File: src/hw/lsm_pkg.sv
package lsm_pkg;
  // register indices, address width and register width
  localparam logic [7:0] LSM_IDX_MODE = 8'h17;
  localparam logic [7:0] LSM_IDX_BIAS = 8'h18;
  localparam logic [7:0] LSM_IDX_CAL = 8'h19;
  localparam logic [7:0] LSM_IDX_SEED = 8'h1A;
  localparam logic [7:0] LSM_IDX_STATUS = 8'h1B;
  localparam logic [7:0] LSM_IDX_PHASE = 8'h1C;
  localparam int LSM_AW = 10;
  localparam int LSM_RW = 24;
  // reset values and the calibration word that the status compares against
  localparam logic [23:0] LSM_RST_MODE = 24'h0001AB;
  localparam logic [23:0] LSM_RST_BIAS = 24'h0054C1;
  localparam logic [23:0] LSM_RST_CAL = 24'h000AAA;
  localparam logic [23:0] LSM_RST_SEED = 24'hB29D0B;
  localparam logic [23:0] LSM_CAL_REQUIRED = 24'h000AB2;
  // writable bit masks
  localparam logic [23:0] LSM_MASK_MODE = 24'h000BFF;
  localparam logic [23:0] LSM_MASK_ALL = 24'hFFFFFF;
  // mode field positions
  localparam int LSM_M_SUBSYS = 0;
  localparam int LSM_M_VCO = 1;
  localparam int LSM_M_EXTBUF = 2;
  localparam int LSM_M_PLLBUF = 3;
  localparam int LSM_M_OUT1 = 4;
  localparam int LSM_M_OUT2 = 5;
  localparam int LSM_M_EXTIN = 6;
  localparam int LSM_M_MUTE = 7;
  localparam int LSM_M_SE1 = 8;
  localparam int LSM_M_SE2 = 9;
  localparam int LSM_M_PUMP = 11;
  // bias field positions
  localparam int LSM_B_BIAS0 = 19;
  localparam int LSM_B_BIAS1 = 20;
  // status field positions
  localparam int LSM_S_LOCK = 0;
  localparam int LSM_S_CHIPEN = 1;
  localparam int LSM_S_SUBSYS = 2;
  localparam int LSM_S_MUTED = 3;
  localparam int LSM_S_CALOK = 4;
  localparam int LSM_S_PHVALID = 5;
  // synchroniser depth
  localparam int LSM_SYNC_STAGES = 3;
endpackage : lsm_pkg

File: src/hw/lsm_regs.sv
// Design decision made here: the APB register port.
`timescale 1ns/1ps
module lsm_regs
  import lsm_pkg::*;
(
  // clock and reset
  input wire logic clock,
  input wire logic reset,
  // apb slave
  input wire logic psel,
  input wire logic penable,
  input wire logic pwrite,
  input wire logic [lsm_pkg::LSM_AW-1:0] paddr,
  input wire logic [31:0] pwdata,
  input wire logic [3:0] pstrb,
  output logic [31:0] prdata,
  output logic pready,
  output logic pslverr,
  // pins from outside
  input wire logic chip_enable_pin,
  input wire logic pll_lock_pin,
  // synthesizer core status, same clock
  input wire logic exact_freq_mode,
  input wire logic auto_seed_enable,
  input wire logic freq_change,
  // analog enables
  output logic vco_subsys_enable,
  output logic vco_core_enable,
  output logic ext_vco_buf_enable,
  output logic pll_buf_enable,
  output logic ext_input_enable,
  output logic first_oscillator_output_enable,
  output logic first_out_true_pin_enable,
  output logic first_out_complement_pin_enable,
  output logic second_oscillator_output_enable,
  output logic second_out_true_pin_enable,
  output logic second_out_complement_pin_enable,
  output logic first_pump_output_enable,
  output logic second_pump_output_enable,
  output logic [1:0] ext_input_bias,
  output logic [23:0] reserved_bias,
  output logic [23:0] calibration_word,
  // modulator seed
  output logic [23:0] seed_phase_word,
  output logic seed_load
);

  // ****************************************
  // pin synchronisers
  // ****************************************
  logic [LSM_SYNC_STAGES-1:0] chip_sync_q, chip_sync_d;
  logic [LSM_SYNC_STAGES-1:0] lock_sync_q, lock_sync_d;
  logic chip_en_q, chip_en_d;
  logic lock_q, lock_d;

  always_comb
  begin
    chip_sync_d = {chip_sync_q[LSM_SYNC_STAGES-2:0], chip_enable_pin};
    lock_sync_d = {lock_sync_q[LSM_SYNC_STAGES-2:0], pll_lock_pin};
    // change counts once stages two and three agree
    chip_en_d = chip_en_q;
    if (chip_sync_q[1] == chip_sync_q[2])
    begin
      chip_en_d = chip_sync_q[2];
    end
    lock_d = lock_q;
    if (lock_sync_q[1] == lock_sync_q[2])
    begin
      lock_d = lock_sync_q[2];
    end
  end

  always_ff @(posedge clock or posedge reset)
  begin
    if (reset)
    begin
      chip_sync_q <= '0;
      lock_sync_q <= '0;
      chip_en_q <= 1'b0;
      lock_q <= 1'b0;
    end
    else
    begin
      chip_sync_q <= chip_sync_d;
      lock_sync_q <= lock_sync_d;
      chip_en_q <= chip_en_d;
      lock_q <= lock_d;
    end
  end

  // ****************************************
  // apb decode
  // ****************************************
  logic [7:0] idx;
  logic mapped;
  logic wr_en;
  logic rd_setup;
  logic [23:0] wmask;

  assign idx = paddr[LSM_AW-1:2];
  assign pready = 1'b1;

  always_comb
  begin
    mapped = (paddr[1:0] == 2'b00) &&
      ((idx == LSM_IDX_MODE) || (idx == LSM_IDX_BIAS) || (idx == LSM_IDX_CAL) ||
       (idx == LSM_IDX_SEED) || (idx == LSM_IDX_STATUS) || (idx == LSM_IDX_PHASE));
  end

  assign pslverr = psel && penable && !mapped;
  assign wr_en = psel && penable && pwrite && mapped;
  assign rd_setup = psel && !penable && !pwrite;

  genvar g;
  generate
    for (g = 0; g < 3; g++)
    begin : g_lane
      assign wmask[g*8 +: 8] = {8{pstrb[g]}};
    end
  endgenerate

  // ****************************************
  // configuration registers
  // ****************************************
  logic [23:0] mode_q, mode_d;
  logic [23:0] bias_q, bias_d;
  logic [23:0] cal_q, cal_d;
  logic [23:0] seed_q, seed_d;
  logic seed_wr;
  function automatic logic [23:0] lsm_merge(input logic [23:0] old, input logic [23:0] wd,
                                            input logic [23:0] m);
    lsm_merge = (old & ~m) | (wd & m);
  endfunction : lsm_merge
  always_comb
  begin
    mode_d = mode_q;
    bias_d = bias_q;
    cal_d = cal_q;
    seed_d = seed_q;
    seed_wr = 1'b0;
    if (wr_en)
    begin
      case (idx)
        LSM_IDX_MODE: mode_d = lsm_merge(mode_q, pwdata[23:0], wmask & LSM_MASK_MODE);
        LSM_IDX_BIAS: bias_d = lsm_merge(bias_q, pwdata[23:0], wmask);
        LSM_IDX_CAL: cal_d = lsm_merge(cal_q, pwdata[23:0], wmask);
        LSM_IDX_SEED:
        begin
          seed_d = lsm_merge(seed_q, pwdata[23:0], wmask);
          seed_wr = 1'b1;
        end
        default: seed_wr = 1'b0;
      endcase
    end
  end

  always_ff @(posedge clock or posedge reset)
  begin
    if (reset)
    begin
      mode_q <= LSM_RST_MODE;
      bias_q <= LSM_RST_BIAS;
      cal_q <= LSM_RST_CAL;
      seed_q <= LSM_RST_SEED;
    end
    else
    begin
      mode_q <= mode_d;
      bias_q <= bias_d;
      cal_q <= cal_d;
      seed_q <= seed_d;
    end
  end

  // ****************************************
  // enables and pin drive
  // ****************************************
  logic subsys_on;
  logic muted;
  logic out1_on;
  logic out2_on;
  always_comb
  begin
    subsys_on = mode_q[LSM_M_SUBSYS] && chip_en_q;
    muted = mode_q[LSM_M_MUTE] && !lock_q;
    out1_on = subsys_on && mode_q[LSM_M_OUT1] && !muted;
    out2_on = subsys_on && mode_q[LSM_M_OUT2] && !muted;
  end
  logic [12:0] en_q, en_d;
  always_comb
  begin
    en_d[0] = subsys_on;
    en_d[1] = subsys_on && mode_q[LSM_M_VCO];
    en_d[2] = subsys_on && mode_q[LSM_M_EXTBUF];
    en_d[3] = subsys_on && mode_q[LSM_M_PLLBUF];
    en_d[4] = subsys_on && mode_q[LSM_M_EXTIN];
    en_d[5] = out1_on;
    en_d[6] = out1_on && !mode_q[LSM_M_SE1];
    en_d[7] = out1_on;
    en_d[8] = out2_on;
    en_d[9] = out2_on && !mode_q[LSM_M_SE2];
    en_d[10] = out2_on;
    en_d[11] = subsys_on && !mode_q[LSM_M_PUMP];
    en_d[12] = subsys_on && mode_q[LSM_M_PUMP];
  end
  always_ff @(posedge clock or posedge reset)
  begin
    if (reset)
    begin
      en_q <= '0;
    end
    else
    begin
      en_q <= en_d;
    end
  end
  assign vco_subsys_enable = en_q[0];
  assign vco_core_enable = en_q[1];
  assign ext_vco_buf_enable = en_q[2];
  assign pll_buf_enable = en_q[3];
  assign ext_input_enable = en_q[4];
  assign first_oscillator_output_enable = en_q[5];
  assign first_out_true_pin_enable = en_q[6];
  assign first_out_complement_pin_enable = en_q[7];
  assign second_oscillator_output_enable = en_q[8];
  assign second_out_true_pin_enable = en_q[9];
  assign second_out_complement_pin_enable = en_q[10];
  assign first_pump_output_enable = en_q[11];
  assign second_pump_output_enable = en_q[12];
  assign ext_input_bias = {bias_q[LSM_B_BIAS1], bias_q[LSM_B_BIAS0]};
  assign reserved_bias = bias_q;
  assign calibration_word = cal_q;

  // ****************************************
  // seed application
  // ****************************************
  logic [23:0] phase_q, phase_d;
  logic load_q, load_d;
  logic valid_q, valid_d;
  logic exact_q, exact_d;
  always_comb
  begin
    exact_d = exact_freq_mode;
    load_d = 1'b0;
    if (exact_freq_mode)
    begin
      if (auto_seed_enable)
      begin
        load_d = seed_wr || !exact_q;
      end
      else
      begin
        load_d = freq_change || !exact_q;
      end
    end
    phase_d = phase_q;
    valid_d = valid_q && exact_freq_mode;
    if (load_d)
    begin
      phase_d = seed_d;
      valid_d = 1'b1;
    end
  end
  always_ff @(posedge clock or posedge reset)
  begin
    if (reset)
    begin
      phase_q <= LSM_RST_SEED;
      load_q <= 1'b0;
      valid_q <= 1'b0;
      exact_q <= 1'b0;
    end
    else
    begin
      phase_q <= phase_d;
      load_q <= load_d;
      valid_q <= valid_d;
      exact_q <= exact_d;
    end
  end
  assign seed_phase_word = phase_q;
  assign seed_load = load_q;

  // ****************************************
  // read data
  // ****************************************
  logic [31:0] rdata_q, rdata_d;
  logic [23:0] status;
  always_comb
  begin
    status = '0;
    status[LSM_S_LOCK] = lock_q;
    status[LSM_S_CHIPEN] = chip_en_q;
    status[LSM_S_SUBSYS] = subsys_on;
    status[LSM_S_MUTED] = muted;
    status[LSM_S_CALOK] = (cal_q == LSM_CAL_REQUIRED);
    status[LSM_S_PHVALID] = valid_q;
    rdata_d = rdata_q;
    if (rd_setup)
    begin
      case (idx)
        LSM_IDX_MODE: rdata_d = {8'h00, mode_q};
        LSM_IDX_BIAS: rdata_d = {8'h00, bias_q};
        LSM_IDX_CAL: rdata_d = {8'h00, cal_q};
        LSM_IDX_SEED: rdata_d = {8'h00, seed_q};
        LSM_IDX_STATUS: rdata_d = {8'h00, status};
        LSM_IDX_PHASE: rdata_d = {8'h00, phase_q};
        default: rdata_d = 32'h00000000;
      endcase
    end
  end
  always_ff @(posedge clock or posedge reset)
  begin
    if (reset)
    begin
      rdata_q <= 32'h00000000;
    end
    else
    begin
      rdata_q <= rdata_d;
    end
  end
  assign prdata = rdata_q;
endmodule : lsm_regs

File: config.mk
export PLATFORM = sky130hd
export DESIGN_NAME = lsm_regs
export DESIGN_NICKNAME = d
export VERILOG_FILES = /design/src/hw/lsm_pkg.sv /design/src/hw/lsm_regs.sv
export SDC_FILE = /design/constraint.sdc
export NUM_CORES = 1
export LEC_CHECK = 0
export BUFFER_PORTS_ARGS = -buffer_cell sky130_fd_sc_hd__buf_2
export CAP_MARGIN = 10
export CORE_MARGIN = 5
export CORE_UTILIZATION = 48
export DETAILED_ROUTE_END_ITERATION = 16
export PLACE_DENSITY_LB_ADDON = 0.08
export SKIP_LAST_GASP = 1
export SYNTH_ARGS = -nofsm -noshare
export SYNTH_HDL_FRONTEND = slang
export SYNTH_SLANG_ARGS = --single-unit
File: constraint.sdc
create_clock -name clock -period 4.58 [get_ports clock]
set_clock_uncertainty 0.2 [all_clocks]
set_input_delay 0.687 -clock clock [delete_from_list [all_inputs] [get_ports clock]]
set_output_delay 0.687 -clock clock [all_outputs]
set_load 0.02 [all_outputs]
==> flow_summary.json, run 1 <==
{
  "drt-initial-drc-count": 377,
  "hold_buffers": 0,
  "syn_inst": 486,
  "design.core.area_um2": 13770,
  "fin_nets": 700,
  "ys.flop_type": "dfrtp_1",
  "synth.avg_cell_area_um2": 13.80,
  "total_leakage_power_nw": 4.107,
  "crit_arrival_ns": 3.19,
  "chipWidth_um": 128.2,
  "firstDrtPassIters": 6,
  "synth_seq_cells": 153,
  "utilization_pct": 59.26,
  "viasPerCell": 5.637,
  "relSlewSlack_pct": 25.75,
  "cts_inserted_buffers": 17,
  "synth_edf_count": 0,
  "die_area_um2": 16440,
  "hold_viol": 0,
  "dpl.hpwl_mm": 12.25,
  "grt_max_degree": 154,
  "initial_core_util_pct": 48.70,
  "fmax_mhz": 324.4,
  "cts_root_buf": "clkbuf_16",
  "insertion_delay_ns": 0.42,
  "status": "finished, final reports clean",
  "synth_cell_types": 53,
  "place.gp.congestion": 0.7949,
  "antenna_cells": 0,
  "power_density_nw_per_um2": 346.7,
  "clock_sinks": 153,
  "async_reset_ff_share_pct": 100.0,
  "wl_mm": 18.31,
  "overflow": 0,
  "io_buffers": 159,
  "synth_area_leader_cell": "dfrtp_1",
  "start_kind": "input port",
  "grt_usage_pct": 22.85,
  "netlist_area_um2": 6708,
  "synth_top_area_share_pct": 41.41,
  "slew_violations": 0,
  "worstSetupPathType": "in2reg",
  "fin_setup_tns_ns": 0,
  "fin_crit_sh_pct": 67.30,
  "hp-class": "reg2reg",
  "synthTopCellsByArea": "dfrtp_1 (41%), dfstp_2 (16%), mux2_2 (14%)",
  "syn2layout_area_growth_pct": 21.68,
  "cts_tree": "done",
  "placementRows": 43,
  "cp_max_fo": 12,
  "fill_cells": 1160,
  "antenna_found_initial": 0,
  "final_cell_mix": "buf_2 (159), dfrtp_1 (111), mux2_2 (84)",
  "post_cts_resized": 0,
  "worstPathRequired_ns": 4.69,
  "die-height_um": 128.2,
  "grt_pass1_vias": 4914,
  "vias": 4718,
  "r2r_cells": 5,
  "final_common_cell": "buf_2",
  "clk_pin_slew_ns": 0.06,
  "tightest_slew_ns": 1.114,
  "ys_seq_area_share_pct": 57.86,
  "ir_worst_vdd_mv": 0.2554,
  "end_kind": "register",
  "min_path_cells": 0,
  "maxCapViolCount": 0,
  "postCtsSetupRepairBufs": 0,
  "cts_htree_levels": 4,
  "drtAntennaViolNets": 0,
  "period_needed_ns": 3.082,
  "clock_path_buffers": 2,
  "routedWlPerCell_um": 21.87,
  "drc": 0,
  "rsz0062_at_grt": "no",
  "ys_warn_count": 0,
  "drive_gt1_share_pct": 55.25,
  "finalSetupViolations": 0,
  "io-pin-count": 178,
  "grt_pass1_wl_mm": 28.34
}
## through the flow
step | instances | area, µm² | setup WS (ns) | power [mW] | hold WS [ns]
finish | 837 | 8162 | 1.498 | 2.829 | 0.1592
global route | 837 | 8162 | 1.482 | 2.921 | 0.1480
CTS | 837 | 8162 | 1.558 | 2.852 | 0.1486
detailed placement | 805 | 7600 | 1.100 | 1.517 | 0.1419
global placement | 805 | 7600 | 1.108 | 1.514 | 0.1355
floorplan | 493 | 6738 | 1.796 | 1.466 | 0.1312
## report_power, final
group | internal [mW] | total, mW | switching, mW
sequential | 1.36 | 1.37 | 0.00750
combinational | 0.0359 | 0.122 | 0.0857
clock | 0.799 | 1.34 | 0.538
## critical path: stages
cell,delay (ns)
buf_2,0.11
or4b_1,0.71
nor2_2,0.65
nand2_2,0.25
nor2_4,0.38
mux2_2,0.39
## area by class of cell
type	instances	area (µm²)	area share (%)
inverter	5	22.52	0.2759
multi-input combinational	302	2618	32.07
clock buffer	23	488.0	5.979
tap	180	225.2	2.759
clock inverter	9	73.82	0.9045
sequential	153	3881	47.55
timing repair buffer	165	853.3	10.46
## final timing paths
path,from,to,slack [ns]
hold / removal,lock_sync_q[0],lock_sync_q[1],0.16
max in group asynchronous,reset,seed_phase_word[4],3.28
setup / recovery,paddr[7],register,1.50
hold reg to reg,lock_sync_q[0],lock_sync_q[1],0.16
min in group asynchronous,reset,prdata[2],0.28
setup reg to reg,register,prdata[4],2.52
## Yosys cell counts (6+ instances only)
cell type,count
a21boi_1,13
a222oi_1,23
buf_2,8
buf_4,14
clkbuf_1,7
dfrtp_1,111
dfstp_2,42
mux2_2,84
mux2_4,19
mux2i_1,7
nand2_1,37
nor2_1,8
nor2_4,6
o21ai_0,16
o21ai_1,14
## kinds of logic after synthesis
| family | count (synthesis) | share of synthesized area (%) |
|---|---|---|
| flops | 153 | 57.86 |
| compound gates | 80 | 8.730 |
| simple gates | 94 | 8.580 |
| other cells | 2 | 0.1120 |
| buf+inv | 38 | 3.507 |
| fa+ha+maj | 2 | 0.2985 |
| mux | 117 | 20.91 |
## layer usage
layer | global-route usage, % | wire, µm | up-vias
li1 | - | - | 2094
met2 | 35.43 | 8659 | 196
met5 | 0 | 0 | -
met3 | 5.375 | 1220 | 24
met1 | 31.56 | 8095 | 2404
met4 | 8.115 | 333 | 0
No activity file was read; power rests on OpenSTA's default activity.
==> run 2, diff against run 1 <==
clock period = 2.8 ns   (was 4.58 ns; I/O delays follow)
==> flow_summary.json, run 2 (synthesis gave the netlist of run 1 again) <==
{
  "swShare_pct": 22.15,
  "finalSetupViolations": 0,
  "status": "finished, final reports clean",
  "regToRegSetupSlack_ns": 0.81,
  "initial_core_util_pct": 48.70,
  "clock_path_buffers": 2,
  "dpl.hpwl_mm": 13.14,
  "insertion_delay_ns": 0.42,
  "maxCapViolCount": 0,
  "finalPower_mw": 4.659,
  "drive_gt1_share_pct": 56.14,
  "use_met3_pct": 6.333,
  "hold_slack_ns": 0.06893,
  "syn2layout_area_growth_pct": 25.83,
  "grt_pass1_wl_mm": 28.42,
  "placementRows": 43,
  "vias": 4854,
  "total_leakage_power_nw": 4.252,
  "fin_crit_sh_pct": 91.28,
  "firstDrtPassIters": 5,
  "post_cts_resized": 0,
  "fin_setup_tns_ns": 0,
  "design.core.area_um2": 13770,
  "drtAntennaViolNets": 0,
  "crit_arrival_ns": 1.94,
  "pwr-share-clk_pct": 47.0,
  "cts_inserted_buffers": 17,
  "grt.busiest_layer": "met2",
  "antenna_found_initial": 0,
  "relSlewSlack_pct": 33.45,
  "p_comb_share_pct": 4.9,
  "rsz0062_at_grt": "no",
  "clock_sinks": 153,
  "routedWlPerCell_um": 21.32,
  "ir_worst_vdd_mv": 0.4007,
  "cp_max_fo": 4,
  "cts_root_buf": "clkbuf_16",
  "start_kind": "input port",
  "place_ws_ns": 0.1394,
  "design_area_um2": 8441,
  "use_met1_pct": 31.08,
  "drt-initial-drc-count": 411,
  "power_density_nw_per_um2": 551.9,
  "internal-power_mw": 3.627,
  "tightest_slew_ns": 0.9982,
  "grt_pass1_vias": 4928,
  "worstPathRequired_ns": 2.18,
  "end_kind": "primary output",
  "placed_cell_area_um2": 7835,
  "utilization_pct": 61.28,
  "fmax_mhz": 391.3,
  "period_needed_ns": 2.556,
  "seqPwrFrac_pct": 48.1,
  "cts_tree": "done",
  "hp-class": "in2reg",
  "overflow": 0,
  "drc": 0,
  "grt_max_degree": 44,
  "wl_mm": 18.44,
  "chipWidth_um": 128.2,
  "clk_pin_slew_ns": 0.06,
  "regArea_um2": 3881,
  "slew_violations": 0,
  "multi_input_area_um2": 2618,
  "worstSetupPathType": "in2out",
  "viasPerCell": 5.612,
  "fill_cells": 1166,
  "power_switching_mw": 1.032,
  "place.gp.congestion": 0.8112,
  "grt_usage_pct": 22.87,
  "cts_htree_levels": 4,
  "final_cell_mix": "buf_2 (159), dfrtp_1 (111), mux2_2 (84)",
  "fin_nets": 727,
  "final_common_cell": "buf_2",
  "io_buffers": 159,
  "die_area_um2": 16440,
  "layout.cells.non_filler": 865,
  "use_met2_pct": 36.75,
  "dp.cells": 828,
  "io-pin-count": 178,
  "finalWorstSetupSlack_ns": 0.2441,
  "die-height_um": 128.2,
  "hold_viol": 0
}
[run 2: area by class of cell]
| type | count | share of cell area [%] |
|---|---|---|
| Antenna cell | 1 | 0.02965 |
| Multi-Input combinational cell | 302 | 31.01 |
| Clock buffer | 25 | 5.870 |
| Sequential cell | 153 | 45.98 |
| Clock inverter | 7 | 0.8005 |
| Tap cell | 180 | 2.668 |
| Timing Repair Buffer | 192 | 13.37 |
| Inverter | 5 | 0.2668 |
[run 2: final timing paths]
path / to / start / depth (start not counted)
min in group asynchronous: prdata[2] / reset / 3
worst min-delay path: register / pwdata[23] / 2
worst max-delay path: pslverr / paddr[7] / 6
worst min register to register: chip_sync_q[1] / chip_sync_q[0] / 0
worst max register to register: prdata[4] / register / 5
max in group asynchronous: asynchronous set/reset pin / reset / 4
[run 2: per-layer routing]
metal	part of all wire, %	wire, µm
met5	0	0
met4	1.2	217
met3	6.7	1228
met2	49	8993
met1	43	8003
[run 2: worst max-delay path, stage by stage]
cell,delay [ns]
buf_2,0.11
or4b_1,0.60
buf_4,0.20
a21oi_1,0.31
a21oi_1,0.12
buf_2,0.17
[run 2: what timing repair did]
| action | 4_1_cts | 5_1_grt |
|---|---|---|
| hold buffers | 4 | 0 |
| endpoints found under the hold margin | 27 | 0 |
| setup endpoints to repair | 0 | 0 |
| buffers inserted | 0 | 0 |
[run 2: power by group through the flow]
stage,clock network [mW],registers [mW],logic [mW]
5_1_grt,2.32,2.24,0.248
3_5_place_dp,0,2.28,0.225
3_3_place_gp,0,2.28,0.221
2_1_floorplan,0,2.28,0.119
4_1_cts,2.22,2.24,0.230
6_report,2.19,2.24,0.227
